[src/inc/rlc_defs.svh]
// constants of the receive transport checksum checker
`ifndef RLC_DEFS_SVH
`define RLC_DEFS_SVH
// ----------------------------------------
// register map
// ----------------------------------------
`define RLC_OFS_CTRL 4'h0
`define RLC_OFS_STAT 4'h4
`define RLC_OFS_VLAN 4'h8
`define RLC_CTRL_L4 0
`define RLC_CTRL_ICMP 1
`define RLC_CTRL_IGMP 2
`define RLC_STAT_ERR 0
`define RLC_STAT_CHK 1
`define RLC_STAT_FRAG 2
`define RLC_STAT_RAW 16
`define RLC_CTRL_RST 1'h0
`define RLC_VLAN_RST 16'h8100
// ----------------------------------------
// frame and protocol codes
// ----------------------------------------
`define RLC_ET_LEN_MAX 16'h0600
`define RLC_ET_IP4 16'h0800
`define RLC_ET_IP6 16'h86DD
`define RLC_PR_ICMP 8'h01
`define RLC_PR_IGMP 8'h02
`define RLC_PR_IPIP 8'h04
`define RLC_PR_TCP 8'h06
`define RLC_PR_UDP 8'h11
`define RLC_PR_IP6 8'h29
`define RLC_PR_HOP 8'h00
`define RLC_PR_ROUTE 8'h2B
`define RLC_PR_FRAG6 8'h2C
`define RLC_PR_ICMP6 8'h3A
`define RLC_PR_DEST 8'h3C
`define RLC_SUM_OK 16'hFFFF
// ----------------------------------------
// byte positions inside headers
// ----------------------------------------
`define RLC_MAC_LAST 16'h000D
`define RLC_VLAN_LAST 16'h0003
`define RLC_SNAP_LAST 16'h0007
`define RLC_IP4_VER 4'h4
`define RLC_IP6_VER 4'h6
`define RLC_IHL_MIN 4'h5
`define RLC_IP4_TLEN 16'h0003
`define RLC_IP4_SEEN 16'h0004
`define RLC_IP4_FRAG 16'h0007
`define RLC_IP4_MF 5
`define RLC_IP4_PROTO 16'h0009
`define RLC_IP4_SA 16'h000C
`define RLC_IP4_DA_END 16'h0013
`define RLC_IP6_PLEN 16'h0005
`define RLC_IP6_NH 16'h0006
`define RLC_IP6_SA 16'h0008
`define RLC_IP6_LAST 16'h0027
`define RLC_IP6_REST 16'h0022
`define RLC_UDP_LEN 16'h0005
`define RLC_UDP_CK 16'h0007
`endif

[src/inc/rlc_pkg.sv]
// types of the receive transport checksum checker
package rlc_pkg;
    typedef struct packed {
        logic valid;
        logic sof;
        logic eof;
        logic [7:0] data;
    } rlc_beat_s;
    typedef struct packed {
        logic [15:0] raw_sum;
        logic frag;
        logic checked;
        logic err;
    } rlc_stat_s;
    typedef struct packed {
        logic l4_en;
        logic icmp_en;
        logic igmp_en;
        logic [15:0] vlan_type;
    } rlc_cfg_s;
    typedef struct packed {
        logic [15:0] cnt, seg, rem, lcnt, ulen, uck;
        logic [7:0] prev, hi, proto, lpad;
        logic [1:0] vl;
        logic odd, ip, v6, tun, frag, noc, trunc, l4s, lpend;
    } rlc_ctx_s;
    typedef enum {ST_IDLE, ST_MAC, ST_SNAP, ST_VLAN, ST_IP4, ST_IP6, ST_EXT, ST_L4, ST_DRAIN,
        ST_PAD, ST_PROTO, ST_LEN, ST_DONE} rlc_state_e;
endpackage : rlc_pkg

[src/rtl/rlc_avs.sv]
// avalon-mm register slave of the checksum checker
`timescale 1ns/1ps
`default_nettype none
`include "rlc_defs.svh"
module rlc_avs (
    input wire logic clk,
    input wire logic rst_n,
    input wire logic [3:0] address,
    input wire logic read,
    input wire logic write,
    input wire logic [31:0] writedata,
    input wire logic [3:0] byteenable,
    output logic [31:0] readdata,
    output logic waitrequest,
    output rlc_pkg::rlc_cfg_s cfg,
    input wire rlc_pkg::rlc_stat_s stat
);
    import rlc_pkg::*;
    logic wait_reg, wait_next;
    logic [31:0] rdata_reg, rdata_next;
    rlc_cfg_s cfg_reg, cfg_next;
    always_comb begin
        wait_next = 1'b1;
        rdata_next = rdata_reg;
        cfg_next = cfg_reg;
        // one wait state: data is ready when waitrequest drops
        if ((read || write) && wait_reg) begin
            wait_next = 1'b0;
            rdata_next = 32'h0000_0000;
            if (read) begin
                unique case (address)
                    `RLC_OFS_CTRL: begin
                        rdata_next[`RLC_CTRL_L4] = cfg_reg.l4_en;
                        rdata_next[`RLC_CTRL_ICMP] = cfg_reg.icmp_en;
                        rdata_next[`RLC_CTRL_IGMP] = cfg_reg.igmp_en;
                    end
                    `RLC_OFS_STAT: begin
                        rdata_next[`RLC_STAT_ERR] = stat.err;
                        rdata_next[`RLC_STAT_CHK] = stat.checked;
                        rdata_next[`RLC_STAT_FRAG] = stat.frag;
                        rdata_next[`RLC_STAT_RAW+:16] = stat.raw_sum;
                    end
                    `RLC_OFS_VLAN: rdata_next[15:0] = cfg_reg.vlan_type;
                    default: rdata_next = 32'h0000_0000;
                endcase
            end
        end
        // writes land on the edge that completes the transfer
        if (write && !wait_reg) begin
            if (address == `RLC_OFS_CTRL && byteenable[0]) begin
                cfg_next.l4_en = writedata[`RLC_CTRL_L4];
                cfg_next.icmp_en = writedata[`RLC_CTRL_ICMP];
                cfg_next.igmp_en = writedata[`RLC_CTRL_IGMP];
            end
            if (address == `RLC_OFS_VLAN && byteenable[0]) begin
                cfg_next.vlan_type[7:0] = writedata[7:0];
            end
            if (address == `RLC_OFS_VLAN && byteenable[1]) begin
                cfg_next.vlan_type[15:8] = writedata[15:8];
            end
        end
    end
    always_ff @(posedge clk or negedge rst_n) begin
        if (!rst_n) begin
            wait_reg <= 1'b1;
            rdata_reg <= 32'h0000_0000;
            cfg_reg <= '{`RLC_CTRL_RST, `RLC_CTRL_RST, `RLC_CTRL_RST, `RLC_VLAN_RST};
        end else begin
            wait_reg <= wait_next;
            rdata_reg <= rdata_next;
            cfg_reg <= cfg_next;
        end
    end
    assign readdata = rdata_reg;
    assign waitrequest = wait_reg;
    assign cfg = cfg_reg;
endmodule : rlc_avs
`default_nettype wire

[config.mk]
export PLATFORM = sky130hd
export DESIGN_NAME = rlc_avs
export DESIGN_NICKNAME = d
export VERILOG_FILES = /design/src/inc/rlc_pkg.sv /design/src/rtl/rlc_avs.sv
export VERILOG_INCLUDE_DIRS = /design/src /design/src/inc
export SDC_FILE = /design/constraint.sdc
export NUM_CORES = 1
export LEC_CHECK = 0
export BUFFER_PORTS_ARGS = -buffer_cell sky130_fd_sc_hd__buf_2
export CORE_UTILIZATION = 39
export DETAILED_ROUTE_END_ITERATION = 8
export GPL_ROUTABILITY_DRIVEN = 1
export PLACE_DENSITY = 0.73
export SLEW_MARGIN = 20
export SYNTH_ARGS = -nofsm -noshare
export SYNTH_HDL_FRONTEND = slang
export SYNTH_SLANG_ARGS = --single-unit
[constraint.sdc]
create_clock -name clk -period 1.4 [get_ports clk]
set_input_delay 0.28 -clock clk [delete_from_list [all_inputs] [get_ports clk]]
set_output_delay 0.28 -clock clk [all_outputs]
set_load 0.005 [all_outputs]
# Word level (Yosys, flattened, before mapping)
# Cells that the tools add are included.
# totals
ff_bits	52
inputBits	63
out_inout_bits	52
word_cells	25
# op_classes
eq_ne	2
mux	5
reduce_logical	11
# ops
operator	count
$mux W32	1
$mux W16	1
$mux W13	1
$pmux W3 S3	1
$reduce_and A2 Y1	3
$logic_and A1 B1 Y1	5
$eq A4 B3 Y1 const B	1
$eq A4 B4 Y1 const B	1
$logic_not A4 Y1	1
$logic_not A1 Y1	1
$logic_or A1 B1 Y1	1
$mux W1	1

# Depth between registers and ports, before layout
# depth
depth_word	3
depth_mapped	5
depth_no_buf	3

# Worst setup path after synthesis
# Ideal clock, no wire load.
# synth_timing
path_type	input-to-reg
start	in address[2]
end	reg cfg_reg, in the netlist cfg[10]
setup_ns	0.125
arrival_ns	1.359
setup_slack_ns	-0.084
path_stages	5
n_path_buf	2
cell_sequence	buf_2 -> nor4b_4 -> and4b_1 -> buf_4 -> mux2_2
# synth_between
elab_chain_len	3
# synth_rtl
item	line	text
start, declared	rlc_avs.sv:8	input wire logic [3:0] address,
$eq A4 B4 Y1	--	
$logic_and A1 B1 Y1	rlc_avs.sv:58	if (address == `RLC_OFS_VLAN && byteenable[1]) begin
$reduce_and A2 Y1 (no line)	--	
end signal, assigned	rlc_avs.sv:67	cfg_reg <= '{`RLC_CTRL_RST, `RLC_CTRL_RST, `RLC_CTRL_RST, `RLC_VLAN_RST};
end signal, assigned	rlc_avs.sv:71	cfg_reg <= cfg_next;
end, declared	rlc_avs.sv:21	rlc_cfg_s cfg_reg, cfg_next;
# Every way passes these cells.
# A chain may end at the register's enable or synchronous reset.

# Worst setup path after layout
# layout_timing
start	reg wait_reg (netlist: waitrequest)
end	reg cfg_reg, in the netlist cfg[7]
# layout_between
elab_chain_len	3
# layout_rtl
item	line	text
start, declared	rlc_avs.sv:19	logic wait_reg, wait_next;
start signal, assigned	rlc_avs.sv:69	wait_reg <= wait_next;
$logic_not A1 Y1	rlc_avs.sv:49	if (write && !wait_reg) begin
$logic_and A1 B1 Y1	rlc_avs.sv:49	
$reduce_and A2 Y1 (no line)	--	
# Every way passes these cells.

==> impl_results.md <==
* Total wire length at 4490 um
* Yosys synthesis warning count at 0
* Minimum clock period at 1400 ps
* Maximum VDD drop at 0.612 mV
* Iter 0 DRT Violations at 24
* CTS tree: yes
* Share of cells above drive strength 1 at 0.589
* Vias at 1547
* Clk sinks at 52
* Vias in the first global route at 1504
* Crit path cell chain: and4b_2 > buf_12 > mux2_1
* Req. time, crit path at 1570 ps
* Avg Inst Size Synth at 15.2 um2
* Routing usage on met3 at 0.0501
* Mapped Area at 0.00202 mm2
* Top achievable clock speed at 0.716 GHz
* CP endpoint kind: register
* Die width at 74.0 um
* Core area at 0.00485 mm2
* Gr ovfl total at 0
* CP Max Fanout at 7
* Routed vias/inst at 4.94
* Dpl hpwl at 3360 um
* Clock Pin Slew Worst Setup and Hold Paths at 80 ps
* Num ports at 115
* Cell leakage power at 1.56 nW
* Status: finished, final reports clean
* Setup Skew at 3.91 ps
* Routed WL per cell at 14.3 um
* Post-route core utilization at 0.582
* Final Max Slew Viols at 0
* GP Congestion at 0.748
* Max-cap violation count at 0
* Fin cells at 313
* Final ANT Viol Nets at 0
* PwrDens at 1020 mW/mm2
* Crit path launch type: register
* Die height at 74.0 um
* Clk buf depth at 2
* Crit-path leading delay family: flip-flops
* Initial Util at 0.417
* Clock Latency Late Sink at 290 ps
* Global routing usage on met1 at 0.192
* Top Usage Layer GRT: met2
* Placed cells at 303
* Syn Inst Count at 133
* Setup ws final at 4.16 ps
* Die area at 0.00547 mm2
* Row count at 25
* Nets@finish at 308
* # diodes at 0
* Final setup fails at 0
* Design Power at 2.88 mW
* Final period util at 0.997
* Synth unique cells at 22
* Slowest cell on crit path: dfstp_2
* Worst path arrival time at 1570 ps
* Worst path bufs/invs at 1
* Initial antenna violation count at 0
* WHS Path Cells at 2
* I/O Buffers at 96
* Slew @ Worst Pin at 331 ps
* Synthesized Nets at 196
* Met2 usage at 0.296
* Hold Path End: cfg[15]
* CTS H-Tree Depth at 2
* Unrepaired setup endpoints after global routing: true
* #FFs+latches synth at 52
* # DRC at 0
* Num CTS Buffers at 5
* GRT Util Overall at 0.165
* Placement Setup Slack at -218 ps
* Area growth from synthesis to layout at 39.6%
* RR Startpoint: waitrequest
* Fin. Hold Viols at 0
* FF-to-FF path depth at 3
* Root Buffer: clkbuf_8
* HP Start: writedata[15]
* R2R Path End: cfg[7]
* Critical path class: reg2reg
* Max reg flops at 32
* Setup tns final at 0 ps
* Hold crit path type: in2reg
* First-pass GRT wire length at 6840 um
* Reg2reg setup slack at 4 ps
* Post-synthesis sequential area ratio at 0.646
* Pin count of the biggest net entering global routing at 34
* Crit-path max cell delay at 570 ps
* Max transition margin at 0.777
* Drt pass-1 iters at 4
per-layer routing:
layer  share of wire  wire length [um]  vias up
li1                -                 -      734
met1            0.43              1940      738
met2            0.48              2170       71
met3           0.075               338        4
met4          0.0087                39        0
met5               0                 0        -
repair_timing:
action | in CTS | in global routing
hold endpoints to repair | 49 | 0
pin swaps | 0 | 2
hold buffers | 1 | 0
gates cloned | 0 | 0
resized for setup | 1 | 8
setup buffers | 0 | 1
endpoints found under the setup margin | 1 | 23
cell families after synthesis:
logic type             synth area share
buffers and inverters            0.0254
muxes                             0.117
and+or+nand+nor                  0.0588
DFF                               0.646
AOI/OAI and AO/OA                 0.153
how the worst max path moves through the flow:
stage	start	endpoint	cells past startpoint
finish	waitrequest	cfg[7]	3
global route	waitrequest	cfg[3]	3
CTS	waitrequest	cfg[4]	3
detailed placement	address[1]	cfg[4]	5
global placement	address[1]	cfg[11]	5
floorplan	address[2]	cfg[10]	5
final cells by class:
type | instances | area (um2)
timing repair buffer | 114 | 656
sequential | 52 | 1310
clock buffer | 7 | 76.3
clock inverter | 1 | 5.00
multi-input combinational | 72 | 696
fill | 380 | 2030
tap | 67 | 83.8
synth_stat cells:
cell type	count	area (um2)
a22oi_1	2	15.0
nor4b_2	1	15.0
dfstp_2	3	78.8
and3b_1	1	8.76
nor4_1	1	6.26
o21ai_0	3	15.0
dfrtp_1	49	1230
a221oi_1	1	8.76
and4_1	1	8.76
a22o_1	29	254
and4b_1	3	30.0
a2111o_1	1	11.3
nor4b_4	1	23.8
nand2_1	4	15.0
mux2_2	12	135
nor2b_1	1	6.26
clkbuf_1	3	11.3
nor3_1	1	5.00
buf_4	4	30.0
o21ai_1	1	5.00
mux2_1	9	101
buf_2	2	10.0
placed cells by master, fill, tap and decap left out, drive strengths merged, types with 2 or more instances in the layout:
master and n:
dfrtp 49, a22o 29, buf 113, o21ai 4, clkbuf 7, dfstp 3
nor4b 2, nand2 4, mux2 21, and4b 3, a22oi 2
power by group:
part	internal, mW	switching [mW]	total [mW]
clock network	0.351	0.428	0.779
registers	1.60	0.0704	1.68
logic	0.242	0.182	0.424
metrics by stage:
| stage | hold slack, ps | instance area, um2 |
|---|---|---|
| floorplan | -15.6 | 2050 |
| global route | 199 | 2820 |
| CTS | 190 | 2790 |
| finish | 205 | 2820 |
| global placement | 295 | 2700 |
| detailed placement | 301 | 2700 |
(Power assumes the default switching activity.)
